==> config.mk <==
export PLATFORM = sky130hd
export DESIGN_NAME = windowed_watchdog_timer
export DESIGN_NICKNAME = d
export VERILOG_FILES = /design/src/inc/wdt_pkg.sv /design/src/inc/wdt_core_if.sv /design/src/hw/wdt_down_counter.sv /design/src/hw/wdt_tick_gen.sv /design/src/hw/windowed_watchdog_timer.sv
export SDC_FILE = /design/constraint.sdc
export NUM_CORES = 1
export LEC_CHECK = 0
export BUFFER_PORTS_ARGS = -buffer_cell sky130_fd_sc_hd__buf_4
export CORE_MARGIN = 4
export CORE_UTILIZATION = 53
export DETAILED_ROUTE_END_ITERATION = 10
export GPL_TIMING_DRIVEN = 0
export PLACE_DENSITY = 0.76
export SYNTH_ARGS = -nofsm -noshare
export SYNTH_HDL_FRONTEND = slang
export SYNTH_SLANG_ARGS = --single-unit
==> constraint.sdc <==
create_clock -name clk_in -period 2.9 [get_ports clk_in]
set_clock_uncertainty 0.15 [all_clocks]
set_input_delay 0.58 -clock clk_in [delete_from_list [all_inputs] [get_ports clk_in]]
set_output_delay 0.58 -clock clk_in [all_outputs]
set_load 0.1 [all_outputs]
==> src/inc/wdt_pkg.sv <==
// Shared constants, types and helpers of the windowed watchdog timer
package wdt_pkg;

  // Bus and counter widths
  localparam int unsigned ADDR_W = 8;
  localparam int unsigned DATA_W = 32;
  localparam int unsigned CNT_W = 24;

  // Register byte offsets
  localparam logic [7:0] OFS_CTRL = 8'h00;
  localparam logic [7:0] OFS_STAT = 8'h04;
  localparam logic [7:0] OFS_TC = 8'h08;
  localparam logic [7:0] OFS_FEED = 8'h0C;
  localparam logic [7:0] OFS_COUNT = 8'h10;
  localparam logic [7:0] OFS_WARN = 8'h14;
  localparam logic [7:0] OFS_WINDOW = 8'h18;

  // Control register fields
  localparam int unsigned CTRL_EN_BIT = 0;
  localparam int unsigned CTRL_RST_BIT = 1;
  localparam int unsigned CTRL_WIN_BIT = 2;
  localparam int unsigned CTRL_SLEEP_BIT = 3;
  localparam int unsigned CTRL_WARN_BIT = 4;
  localparam int unsigned CTRL_SEL_LSB = 5;

  // Status register fields (write one to clear)
  localparam int unsigned STAT_TOUT_BIT = 0;
  localparam int unsigned STAT_WARN_BIT = 1;
  localparam int unsigned STAT_FERR_BIT = 2;

  // Reset values and limits
  localparam logic [23:0] TC_MIN = 24'h0000FF;
  localparam logic [23:0] TC_RST = 24'h0000FF;
  localparam logic [23:0] WARN_RST = 24'h000000;
  localparam logic [23:0] WINDOW_RST = 24'hFFFFFF;

  // Feed keys, written one after the other
  localparam logic [7:0] FEED_KEY1 = 8'hAA;
  localparam logic [7:0] FEED_KEY2 = 8'h55;

  // Fixed divide-by-four prescaler, terminal count
  localparam logic [1:0] PRESC_LAST = 2'h3;

  // Chip reset pulse length
  localparam int unsigned CLK_MHZ = 200;
  localparam int unsigned RST_HOLD_NS = 100;
  localparam int unsigned RST_HOLD_CYC = (RST_HOLD_NS * CLK_MHZ + 999) / 1000;

  // AXI response codes
  localparam logic [1:0] RESP_OKAY = 2'h0;
  localparam logic [1:0] RESP_SLVERR = 2'h2;

  // Watchdog clock sources
  typedef enum logic [1:0] {
    SRC_IRC = 2'h0,
    SRC_WDO = 2'h1,
    SRC_MAIN = 2'h2
  } src_t;

  // Watchdog sequencer states
  typedef enum logic [2:0] {
    S_OFF = 3'b001,
    S_RUN = 3'b010,
    S_FIRE = 3'b100
  } wd_state_t;

  // Byte-lane merge of a write into an existing word
  function automatic logic [31:0] merge_strb(input logic [31:0] old_v,
                                             input logic [31:0] new_v,
                                             input logic [3:0] strb);
    logic [31:0] res;
    res = old_v;
    for (int i = 0; i < 4; i++) begin
      if (strb[i]) begin
        res[i*8 +: 8] = new_v[i*8 +: 8];
      end
    end
    return res;
  endfunction

endpackage

==> src/inc/wdt_core_if.sv <==
// Carrier between the watchdog control, its tick generator and its counter
`timescale 1ns/1ps
interface wdt_core_if;
  import wdt_pkg::*;
  logic [1:0] sel;          // Selected watchdog clock source
  logic run;                // Counting allowed
  logic tick;               // One prescaled watchdog period, one cycle
  logic reload;             // Load counter from reload_val
  logic [23:0] reload_val;  // Programmed time-out value
  logic [23:0] count;       // Current counter value

  modport tick_src (input sel, input run, output tick);
  modport cnt (input tick, input run, input reload, input reload_val, output count);
  modport ctl (output sel, output run, output reload, output reload_val,
               input tick, input count);
endinterface

==> src/hw/wdt_down_counter.sv <==
// 24-bit watchdog down-counter with reload
`timescale 1ns/1ps
module wdt_down_counter
  import wdt_pkg::*;
(
  // Clock and reset
  input wire logic clk_in,
  input wire logic sys_rst_in,
  // Core carrier
  wdt_core_if.cnt core
);

  logic [23:0] count_r;  // Time-out counter

  // Reload wins over a tick; counter parks at zero
  always_ff @(posedge clk_in) begin
    if (sys_rst_in) begin
      count_r <= TC_RST;
    end else if (core.reload) begin
      count_r <= core.reload_val;
    end else if (core.run && core.tick && (count_r != 24'h000000)) begin
      count_r <= count_r - 24'h000001;
    end
  end

  assign core.count = count_r;

endmodule

==> src/hw/wdt_tick_gen.sv <==
// Watchdog clock sampling, source selection and divide-by-four prescaler
`timescale 1ns/1ps
module wdt_tick_gen
  import wdt_pkg::*;
(
  // Clock and reset
  input wire logic clk_in,
  input wire logic sys_rst_in,
  // Oscillator inputs from other domains
  input wire logic irc_clk_in,
  input wire logic wdo_clk_in,
  // Core carrier
  wdt_core_if.tick_src core
);

  logic irc_s1_r, irc_s2_r, irc_s3_r;  // INTERNAL_RC_OSCILLATOR synchroniser and edge history
  logic wdo_s1_r, wdo_s2_r, wdo_s3_r;  // DEDICATED_WATCHDOG_OSCILLATOR synchroniser and edge history
  logic [1:0] presc_r;                 // Prescaler phase
  logic tick_r;                        // Registered tick
  logic edge_sel;                      // Rising edge of selected source

  // Two flops per oscillator, third flop only for edge detection
  always_ff @(posedge clk_in) begin
    irc_s1_r <= irc_clk_in;
    irc_s2_r <= irc_s1_r;
    irc_s3_r <= irc_s2_r;
    wdo_s1_r <= wdo_clk_in;
    wdo_s2_r <= wdo_s1_r;
    wdo_s3_r <= wdo_s2_r;
  end

  // Source select; the oscillators must stay below half the system clock
  always_comb begin
    case (core.sel)
      SRC_WDO: edge_sel = wdo_s2_r & ~wdo_s3_r;
      SRC_MAIN: edge_sel = 1'b1;
      default: edge_sel = irc_s2_r & ~irc_s3_r;
    endcase
  end

  // One tick per four watchdog clock periods
  always_ff @(posedge clk_in) begin
    if (sys_rst_in || !core.run) begin
      presc_r <= 2'h0;
      tick_r <= 1'b0;
    end else begin
      tick_r <= edge_sel && (presc_r == PRESC_LAST);
      if (edge_sel) begin
        presc_r <= presc_r + 2'h1;
      end
    end
  end

  assign core.tick = tick_r;

endmodule

==> src/hw/windowed_watchdog_timer.sv <==
// Windowed watchdog timer with AXI4-Lite register slave
//
// Behaviour
// - Expiry without reload resets the chip
// - Windowed mode: reload only between min and max
// - Optional warning interrupt at programmable count
// - Enable is set-only; cleared by reset or event
// - Bad or incomplete feed acts like time-out
// - Watchdog-reset flag survives the chip reset
// - 24-bit counter through internal prescaler
// - Period 256x4 up to 2^24x4 clocks
// - Windowed variant: INTERNAL_RC_OSCILLATOR or watchdog oscillator
// - Plain variant adds main clock source
// - Optionally keeps running in deep sleep
//
// Local design decisions: register access over AXI4-Lite and the placing of the registers.
`timescale 1ns/1ps
module windowed_watchdog_timer
  import wdt_pkg::*;
#(
  parameter bit WINDOWED = 1'b1  // Windowed variant when set, plain otherwise
) (
  // Clock and resets
  input wire logic clk_in,
  input wire logic sys_rst_in,
  input wire logic por_in,
  // AXI4-Lite write address
  input wire logic [7:0] awaddr_in,
  input wire logic awvalid_in,
  output logic awready_out,
  // AXI4-Lite write data
  input wire logic [31:0] wdata_in,
  input wire logic [3:0] wstrb_in,
  input wire logic wvalid_in,
  output logic wready_out,
  // AXI4-Lite write response
  output logic [1:0] bresp_out,
  output logic bvalid_out,
  input wire logic bready_in,
  // AXI4-Lite read address
  input wire logic [7:0] araddr_in,
  input wire logic arvalid_in,
  output logic arready_out,
  // AXI4-Lite read data
  output logic [31:0] rdata_out,
  output logic [1:0] rresp_out,
  output logic rvalid_out,
  input wire logic rready_in,
  // Watchdog clock sources
  input wire logic irc_clk_in,
  input wire logic wdo_clk_in,
  // Power state
  input wire logic deep_sleep_in,
  // Watchdog outputs
  output logic chip_reset_out,
  output logic wdt_irq_out,
  output logic warn_irq_out,
  output logic wake_out
);

  ////////////////////////////////////////////////////////////////////////////
  // Declarations

  wdt_core_if core ();  // Carrier to tick generator and counter

  // Bus slave state
  logic aw_ready_r, w_ready_r, b_valid_r, ar_ready_r, r_valid_r;
  logic aw_full_r, w_full_r;       // Address or data captured
  logic [7:0] aw_addr_r;           // Captured write address
  logic [31:0] w_data_r;           // Captured write data
  logic [3:0] w_strb_r;            // Captured write strobes
  logic [1:0] b_resp_r, r_resp_r;  // Response codes
  logic [31:0] r_data_r;           // Read data
  logic aw_hs, w_hs, ar_hs;        // Handshakes this cycle
  logic do_write;                  // Write performed this cycle
  logic aw_full_nxt, w_full_nxt, b_valid_nxt, r_valid_nxt;

  // Control fields
  logic en_r;         // Watchdog enabled
  logic rst_en_r;     // Event resets chip (else interrupt)
  logic win_en_r;     // Windowed feeding
  logic sleep_run_r;  // Keep running in deep sleep
  logic warn_en_r;    // Warning interrupt enabled
  logic [1:0] sel_r;  // Clock source select
  logic [23:0] tc_r, warn_r, window_r;

  // Status flags
  logic tout_flag_r, warn_flag_r, ferr_flag_r;

  // Sequencer and outputs
  wd_state_t state_r;
  logic [7:0] hold_r;  // Reset pulse cycles left
  logic chip_reset_r, wdt_irq_r, warn_irq_r, wake_r;
  logic armed_r;       // First feed key seen

  // Events
  logic running, good_feed, feed_err, win_err, expire, warn_hit, fault;
  logic [31:0] ctrl_img, stat_img, wr_word;
  logic [31:0] rd_word;
  logic rd_ok, wr_ok;

  ////////////////////////////////////////////////////////////////////////////
  // Helpers

  // Address belongs to the register map
  function automatic logic addr_known(input logic [7:0] a);
    return (a == OFS_CTRL) || (a == OFS_STAT) || (a == OFS_TC) || (a == OFS_FEED)
        || (a == OFS_COUNT) || (a == OFS_WARN) || (a == OFS_WINDOW);
  endfunction

  // Time-out value never below the shortest legal period
  function automatic logic [23:0] clamp_tc(input logic [23:0] v);
    return (v < TC_MIN) ? TC_MIN : v;
  endfunction

  ////////////////////////////////////////////////////////////////////////////
  // AXI4-Lite slave

  assign aw_hs = awvalid_in && aw_ready_r;
  assign w_hs = wvalid_in && w_ready_r;
  assign ar_hs = arvalid_in && ar_ready_r;
  assign do_write = aw_full_r && w_full_r && !b_valid_r;
  assign aw_full_nxt = (aw_full_r || aw_hs) && !do_write;
  assign w_full_nxt = (w_full_r || w_hs) && !do_write;
  assign b_valid_nxt = do_write || (b_valid_r && !bready_in);
  assign r_valid_nxt = ar_hs || (r_valid_r && !rready_in);
  assign wr_ok = addr_known(aw_addr_r);
  assign rd_ok = addr_known(araddr_in);
  assign wr_word = merge_strb(ctrl_img, w_data_r, w_strb_r);

  // Write channels: address and data are taken in either order
  always_ff @(posedge clk_in) begin
    if (sys_rst_in) begin
      aw_full_r <= 1'b0;
      w_full_r <= 1'b0;
      aw_ready_r <= 1'b0;
      w_ready_r <= 1'b0;
      b_valid_r <= 1'b0;
      b_resp_r <= RESP_OKAY;
      aw_addr_r <= 8'h00;
      w_data_r <= 32'h00000000;
      w_strb_r <= 4'h0;
    end else begin
      aw_full_r <= aw_full_nxt;
      w_full_r <= w_full_nxt;
      // Ready drops while a word is held or the response waits
      aw_ready_r <= !aw_full_nxt && !b_valid_nxt;
      w_ready_r <= !w_full_nxt && !b_valid_nxt;
      b_valid_r <= b_valid_nxt;
      if (aw_hs) begin
        aw_addr_r <= awaddr_in;
      end
      if (w_hs) begin
        w_data_r <= wdata_in;
        w_strb_r <= wstrb_in;
      end
      if (do_write) begin
        b_resp_r <= wr_ok ? RESP_OKAY : RESP_SLVERR;
      end
    end
  end

  // Read data mux
  always_comb begin
    case (araddr_in)
      OFS_CTRL: rd_word = ctrl_img;
      OFS_STAT: rd_word = stat_img;
      OFS_TC: rd_word = {8'h00, tc_r};
      OFS_COUNT: rd_word = {8'h00, core.count};
      OFS_WARN: rd_word = {8'h00, warn_r};
      OFS_WINDOW: rd_word = {8'h00, window_r};
      default: rd_word = 32'h00000000;  // Feed and unmapped read as zero
    endcase
  end

  // Read channel: one read in flight, data registered
  always_ff @(posedge clk_in) begin
    if (sys_rst_in) begin
      ar_ready_r <= 1'b0;
      r_valid_r <= 1'b0;
      r_data_r <= 32'h00000000;
      r_resp_r <= RESP_OKAY;
    end else begin
      ar_ready_r <= !r_valid_nxt;
      r_valid_r <= r_valid_nxt;
      if (ar_hs) begin
        r_data_r <= rd_word;
        r_resp_r <= rd_ok ? RESP_OKAY : RESP_SLVERR;
      end
    end
  end

  ////////////////////////////////////////////////////////////////////////////
  // Register images

  assign ctrl_img = {25'h0000000, sel_r, warn_en_r, sleep_run_r, win_en_r, rst_en_r, en_r};
  assign stat_img = {29'h00000000, ferr_flag_r, warn_flag_r, tout_flag_r};

  ////////////////////////////////////////////////////////////////////////////
  // Control registers

  // Enable only ever set by software; hardware reset or an event clears it
  always_ff @(posedge clk_in) begin
    if (sys_rst_in) begin
      en_r <= 1'b0;
    end else if (fault || state_r == S_FIRE) begin
      en_r <= 1'b0;
    end else if (do_write && aw_addr_r == OFS_CTRL && wr_word[CTRL_EN_BIT]) begin
      en_r <= 1'b1;
    end
  end

  // Mode bits, freely writable
  always_ff @(posedge clk_in) begin
    if (sys_rst_in) begin
      rst_en_r <= 1'b0;
      win_en_r <= 1'b0;
      sleep_run_r <= 1'b0;
      warn_en_r <= 1'b0;
      sel_r <= SRC_IRC;
    end else if (do_write && aw_addr_r == OFS_CTRL) begin
      rst_en_r <= wr_word[CTRL_RST_BIT];
      win_en_r <= wr_word[CTRL_WIN_BIT] && WINDOWED;
      sleep_run_r <= wr_word[CTRL_SLEEP_BIT];
      warn_en_r <= wr_word[CTRL_WARN_BIT];
      // Main clock exists only in the plain variant
      if (WINDOWED && wr_word[CTRL_SEL_LSB +: 2] == SRC_MAIN) begin
        sel_r <= SRC_IRC;
      end else begin
        sel_r <= wr_word[CTRL_SEL_LSB +: 2];
      end
    end
  end

  // Time-out, warning and window values
  always_ff @(posedge clk_in) begin
    if (sys_rst_in) begin
      tc_r <= TC_RST;
      warn_r <= WARN_RST;
      window_r <= WINDOW_RST;
    end else if (do_write) begin
      case (aw_addr_r)
        OFS_TC: tc_r <= clamp_tc(24'(merge_strb({8'h00, tc_r}, w_data_r, w_strb_r)));
        OFS_WARN: warn_r <= 24'(merge_strb({8'h00, warn_r}, w_data_r, w_strb_r));
        OFS_WINDOW: window_r <= 24'(merge_strb({8'h00, window_r}, w_data_r, w_strb_r));
        default: begin
          // Other addresses leave the values alone
        end
      endcase
    end
  end

  ////////////////////////////////////////////////////////////////////////////
  // Feed sequence

  // Any write while armed must be the second key to the feed register
  always_comb begin
    good_feed = 1'b0;
    feed_err = 1'b0;
    if (do_write && running) begin
      if (armed_r) begin
        good_feed = (aw_addr_r == OFS_FEED) && w_strb_r[0]
                 && (w_data_r[7:0] == FEED_KEY2);
        feed_err = !good_feed;
      end else if (aw_addr_r == OFS_FEED) begin
        feed_err = !(w_strb_r[0] && (w_data_r[7:0] == FEED_KEY1));
      end
    end
  end

  // Arm on the first key, disarm on anything after it
  always_ff @(posedge clk_in) begin
    if (sys_rst_in || !running) begin
      armed_r <= 1'b0;
    end else if (do_write) begin
      armed_r <= !armed_r && (aw_addr_r == OFS_FEED) && w_strb_r[0]
              && (w_data_r[7:0] == FEED_KEY1);
    end
  end

  ////////////////////////////////////////////////////////////////////////////
  // Counter events

  assign running = (state_r == S_RUN);
  // Reload while the counter is above the window value is too early
  assign win_err = good_feed && win_en_r && (core.count > window_r);
  assign expire = running && core.tick && (core.count == 24'h000000);
  assign warn_hit = running && warn_en_r && core.tick && (core.count == warn_r);
  assign fault = running && (expire || feed_err || win_err);

  // Counter steering; held at the time-out value while idle
  assign core.reload = !running || (good_feed && !win_err);
  assign core.reload_val = tc_r;
  assign core.sel = (deep_sleep_in && sleep_run_r) ? SRC_WDO : sel_r;
  // Only the watchdog oscillator may run through deep sleep
  assign core.run = running && (!deep_sleep_in || sleep_run_r);

  wdt_tick_gen u_tick (
    .clk_in(clk_in),
    .sys_rst_in(sys_rst_in),
    .irc_clk_in(irc_clk_in),
    .wdo_clk_in(wdo_clk_in),
    .core(core.tick_src)
  );

  wdt_down_counter u_count (
    .clk_in(clk_in),
    .sys_rst_in(sys_rst_in),
    .core(core.cnt)
  );

  ////////////////////////////////////////////////////////////////////////////
  // Sequencer

  // Reset pulse must outlive the system reset it causes, so only power-on cuts it short
  always_ff @(posedge clk_in) begin
    if (por_in) begin
      state_r <= S_OFF;
      hold_r <= 8'h00;
      chip_reset_r <= 1'b0;
    end else begin
      case (state_r)
        S_OFF: begin
          chip_reset_r <= 1'b0;
          if (en_r && !sys_rst_in) begin
            state_r <= S_RUN;
          end
        end
        S_RUN: begin
          if (sys_rst_in || !en_r) begin
            state_r <= S_OFF;
          end else if (fault && rst_en_r) begin
            state_r <= S_FIRE;
            hold_r <= 8'(RST_HOLD_CYC - 1);
            chip_reset_r <= 1'b1;
          end else if (fault) begin
            state_r <= S_OFF;  // Interrupt mode disables too
          end
        end
        S_FIRE: begin
          if (hold_r == 8'h00) begin
            state_r <= S_OFF;
            chip_reset_r <= 1'b0;
          end else begin
            hold_r <= hold_r - 8'h01;
          end
        end
        default: begin
          state_r <= S_OFF;
          chip_reset_r <= 1'b0;
        end
      endcase
    end
  end

  ////////////////////////////////////////////////////////////////////////////
  // Status flags

  // Event flag kept across system reset; a new event beats a clear
  always_ff @(posedge clk_in) begin
    if (por_in) begin
      tout_flag_r <= 1'b0;
      ferr_flag_r <= 1'b0;
    end else begin
      tout_flag_r <= (tout_flag_r && !(do_write && aw_addr_r == OFS_STAT
                      && w_strb_r[0] && w_data_r[STAT_TOUT_BIT])) || fault;
      ferr_flag_r <= (ferr_flag_r && !(do_write && aw_addr_r == OFS_STAT
                      && w_strb_r[0] && w_data_r[STAT_FERR_BIT]))
                     || (running && (feed_err || win_err));
    end
  end

  // Warning flag, cleared by hardware reset or write one
  always_ff @(posedge clk_in) begin
    if (sys_rst_in) begin
      warn_flag_r <= 1'b0;
    end else begin
      warn_flag_r <= (warn_flag_r && !(do_write && aw_addr_r == OFS_STAT
                      && w_strb_r[0] && w_data_r[STAT_WARN_BIT])) || warn_hit;
    end
  end

  ////////////////////////////////////////////////////////////////////////////
  // Output stage

  // Interrupt lines follow the flags one cycle later
  always_ff @(posedge clk_in) begin
    if (sys_rst_in) begin
      wdt_irq_r <= 1'b0;
      warn_irq_r <= 1'b0;
      wake_r <= 1'b0;
    end else begin
      wdt_irq_r <= tout_flag_r && !rst_en_r;
      warn_irq_r <= warn_flag_r && warn_en_r;
      wake_r <= deep_sleep_in && (warn_hit || fault);
    end
  end

  assign awready_out = aw_ready_r;
  assign wready_out = w_ready_r;
  assign bvalid_out = b_valid_r;
  assign bresp_out = b_resp_r;
  assign arready_out = ar_ready_r;
  assign rvalid_out = r_valid_r;
  assign rdata_out = r_data_r;
  assign rresp_out = r_resp_r;
  assign chip_reset_out = chip_reset_r;
  assign wdt_irq_out = wdt_irq_r;
  assign warn_irq_out = warn_irq_r;
  assign wake_out = wake_r;

endmodule

==> impl_metrics.yaml <==
outcome:
  status: "finished, violations left"
  violations: "setup timing"
hold_path:
  hold_path.class: "in2reg"
  whs_path_depth: 1
  holdPathEnd: "u_tick.irc_s1_r"
  hold_start: "irc_clk_in"
power_and_ir_drop:
  ir_drop_uv: 448
  p_leak_uw: 0.00484
  p_int_uw: 4120
  pwr-share-clk_pct: 42.0
  power-per-cell-area_mw_per_mm2: 477
  p_total_uw: 5560
  seq_power_share_pct: 50.7
  power.share.switching_pct: 25.9
  comb_power_share_pct: 7.3
  p_sw_uw: 1440
synthesis:
  synthCells: 1099
  seq_area_frac_synth_pct: 41.4
  netlist_area_mm2: 0.00962
  yosysWarnings: 0
  synth_edf_count: 0
  async_reset_ff_share_pct: 0
  synth-seq-cells: 199
  synth_ff_type: "dfxtp_1"
  syn_avg_cell_area_um2: 8.75
  ys_types: 78
worst_setup_path:
  path_class: "reg2reg"
  cp.arrival_ns: 3.19
  cpMaxStageDelayCell: "or4_4"
  worst_path_most_repeated_cell: "or4_4"
  start_kind: "register"
  startpoint: "aw_addr_r[5]"
  r2r-start: "aw_addr_r[5]"
  regToRegSetupSlack_ns: -0.11
  r2r_cells: 7
  worstReg2RegEnd: "hold_r[1]"
  crit_fanout: 5
  crit_path_cell_trace: "or4_4 > or4_4 > or4_4 > a211oi_4 > a31oi_4 > buf_6 > o311a_1"
  end_kind: "register"
  max_stage_delay_ns: 0.57
  critPathRequiredTime_ns: 3.08
global_route:
  groute.usage.overall_pct: 28.7
  antenna_found_initial: 0
  overflow: 0
  grt_pass1_wl_um: 45300
  grt_pass1_vias: 8038
  grt_max_degree: 18
sta:
  fmax_mhz: 332
  slew_headroom_pct: 43.5
  period_share_pct: 104
  fin_ws_ns: -0.110
  grt_setup_unrepaired: "true"
  worstMarginPinSlew_ns: 0.848
  hold_ws_ns: 0.0852
  period_needed_ns: 3.01
  finalMaxSlewViolations: 0
  fin_tns_setup_ns: -0.495
  hold_viol_final: 0
  final-setup-viol-count: 7
cts:
  ctsRootBufferMaster: "clkbuf_16"
  ctsHtreeMaxLevel: 4
  cts.path.max_buffers: 2
  cts_tree: "built"
  clk_latency_ns: 0.45
  path_clk_slew_ns: 0.07
  cts_made_buffers: 17
  clock-sinks: 199
  hold_buffers: 0
cells_and_area:
  layout.cells.non_filler: 1472
  drive_gt1_share_pct: 19.7
  syn_to_final_growth_pct: 21.2
  fin_nets: 1328
  multi_input_area_mm2: 0.00544
  area.sequential_mm2: 0.00402
  fill_cells: 1443
  n_antenna_cell: 0
floorplan:
  die_width_um: 143
  dieArea_mm2: 0.0204
  coreArea_mm2: 0.0175
  initial_core_util_pct: 54.8
  die_y_um: 143
  row_count: 48
  ioPinCount: 108
detailed_routing:
  routedWlPerCell_um: 20.1
  drt_wl_total_um: 29600
  drc: 0
  drtIter0Drc: 1341
  ant_nets: 0
  vias: 9032
  first_pass_iters: 7
  vias_per_cell: 6.14
flow_run:
  cap_violations: 0
placement:
  hpwl_um: 21800
  place_congestion: 0.994
  port_buffers: 86
  dp.cells: 1419
  pre_cts_slack_ns: -0.517
-- critical path, delay by kind of cell, from the launching register on --
kind            cells  cell delay [ns]
compound gates      3             0.74
flops               1             0.31
simple gates        3             1.55
buf+inv             1             0.15
-- how the worst max path moves through the flow --
| stage | end | slack (ns) | cells after the start |
|---|---|---|---|
| 2_1_floorplan | hold_r[1] | 0.15 | 6 |
| 3_3_place_gp | u_count.core.count[3] | -0.49 | 8 |
| 3_5_place_dp | u_count.core.count[18] | -0.52 | 8 |
| 4_1_cts | hold_r[1] | -0.06 | 8 |
| 5_1_grt | hold_r[1] | -0.16 | 7 |
| 6_report | hold_r[1] | -0.11 | 7 |
-- kinds of logic after synthesis --
group	count (synthesis)	share of synthesized area, %
compound gates	251	18.2
xor+xnor	47	4.28
fa+ha+maj	30	3.90
buf+inv	105	5.23
flops	199	41.4
mux	49	5.10
other cells	1	0.0390
simple gates	417	21.9
-- power groups by stage --
stage / registers [uW] / clock network (uW) / logic (uW)
after global placement: 2880 / 0 / 397
after global routing: 2820 / 2450 / 436
final: 2820 / 2330 / 408
after CTS: 2810 / 2340 / 405
after floorplan: 2930 / 0 / 211
after detailed placement: 2880 / 0 / 402
-- flip-flops by register name, indices dropped and copies added, names as in the netlist, 2 cells and up --
register and cells:
aw_addr_r 8, core.reload_val 24, hold_r 8, rdata_out 24, sel_r 2, state_r 3
u_count.core.count 24, u_tick.presc_r 2, w_data_r 24, w_strb_r 3, warn_r 24, window_r 24
-- synthesized netlist by cell type (all sizes together), types with 6 or more instances --
cell type	number	area (um2)
a21oi	92	460
mux2i	49	490
nor2b	10	62.6
nor2	120	453
o22ai	9	56.3
ha	30	375
o21ai	11	55.1
or4	7	67.6
a211o	29	254
dfxtp	199	3980
and3	31	200
buf	18	128
a22oi	38	285
xor2	17	149
nand2b	12	75.1
nor4	17	121
nand3	17	85.1
a221oi	9	78.8
inv	35	131
nand4	16	100
nor3b	8	60.1
nand2	117	439
nand3b	6	45.0
clkbuf	51	211
xnor2	30	263
nor3	26	141
a211oi	22	178
-- layer usage --
| metal | up-vias | share of wire (%) | GRT usage (%) |
|---|---|---|---|
| met5 | - | 0 | 0 |
| met4 | 0 | 3.2 | 9.05 |
| met3 | 70 | 12 | 6.33 |
| met2 | 545 | 42 | 41.3 |
| met1 | 4191 | 43 | 42.9 |
| li1 | 4226 | - | - |
-- stage by stage --
stage               util [%]  cell area [um2]
CTS                     64.8            11400
global placement        60.3            10600
global route            66.5            11700
detailed placement      60.3            10600
finish                  66.5            11700
floorplan                  -             9650
-- cells in the final DEF (no fill, tap or decap), types with 4 or more instances in the layout --
cell type    n
ha_1        25
dfxtp_2     28
nand3b_1     6
a222oi_1     4
o22ai_1      9
nand3_1     17
nor3b_1      5
xor2_1      17
nor3_2       5
nor4_1      12
a22oi_1     38
inv_1       35
buf_6        6
nor2_2       4
mux2i_1     49
and3b_1      4
buf_4      117
clkbuf_1    50
nor2_1     116
a21oi_1     91
conb_1      10
nor3_1      18
and3_1      29
nand2b_1    12
nand4b_1     4
a211o_1     29
and4_1       4
dfxtp_1    170
a221oi_1     7
ha_4         5
xnor2_1     30
nand4_1     16
nor2b_1     10
clkbuf_16   17
nand2_1    115
or4_4        6
a211oi_1    19
o21ai_0      7
and2_1       4
-- final cells by class --
cell class	instances	share of cell area (%)
Sequential cell	199	34.5
Multi-Input combinational cell	804	46.7
Clock buffer	20	3.83
Timing Repair Buffer	109	7.09
Buffer	69	3.37
Inverter	35	1.13
Clock inverter	11	0.987
Tap cell	225	2.41
-- timing repair --
| item | in CTS | in global routing |
|---|---|---|
| gates resized for setup | 43 | 50 |
| setup endpoints to repair | 87 | 114 |
| gates cloned | 0 | 1 |
| buffers inserted | 11 | 11 |
| pin swaps | 10 | 8 |
(Power assumes the default switching activity.)
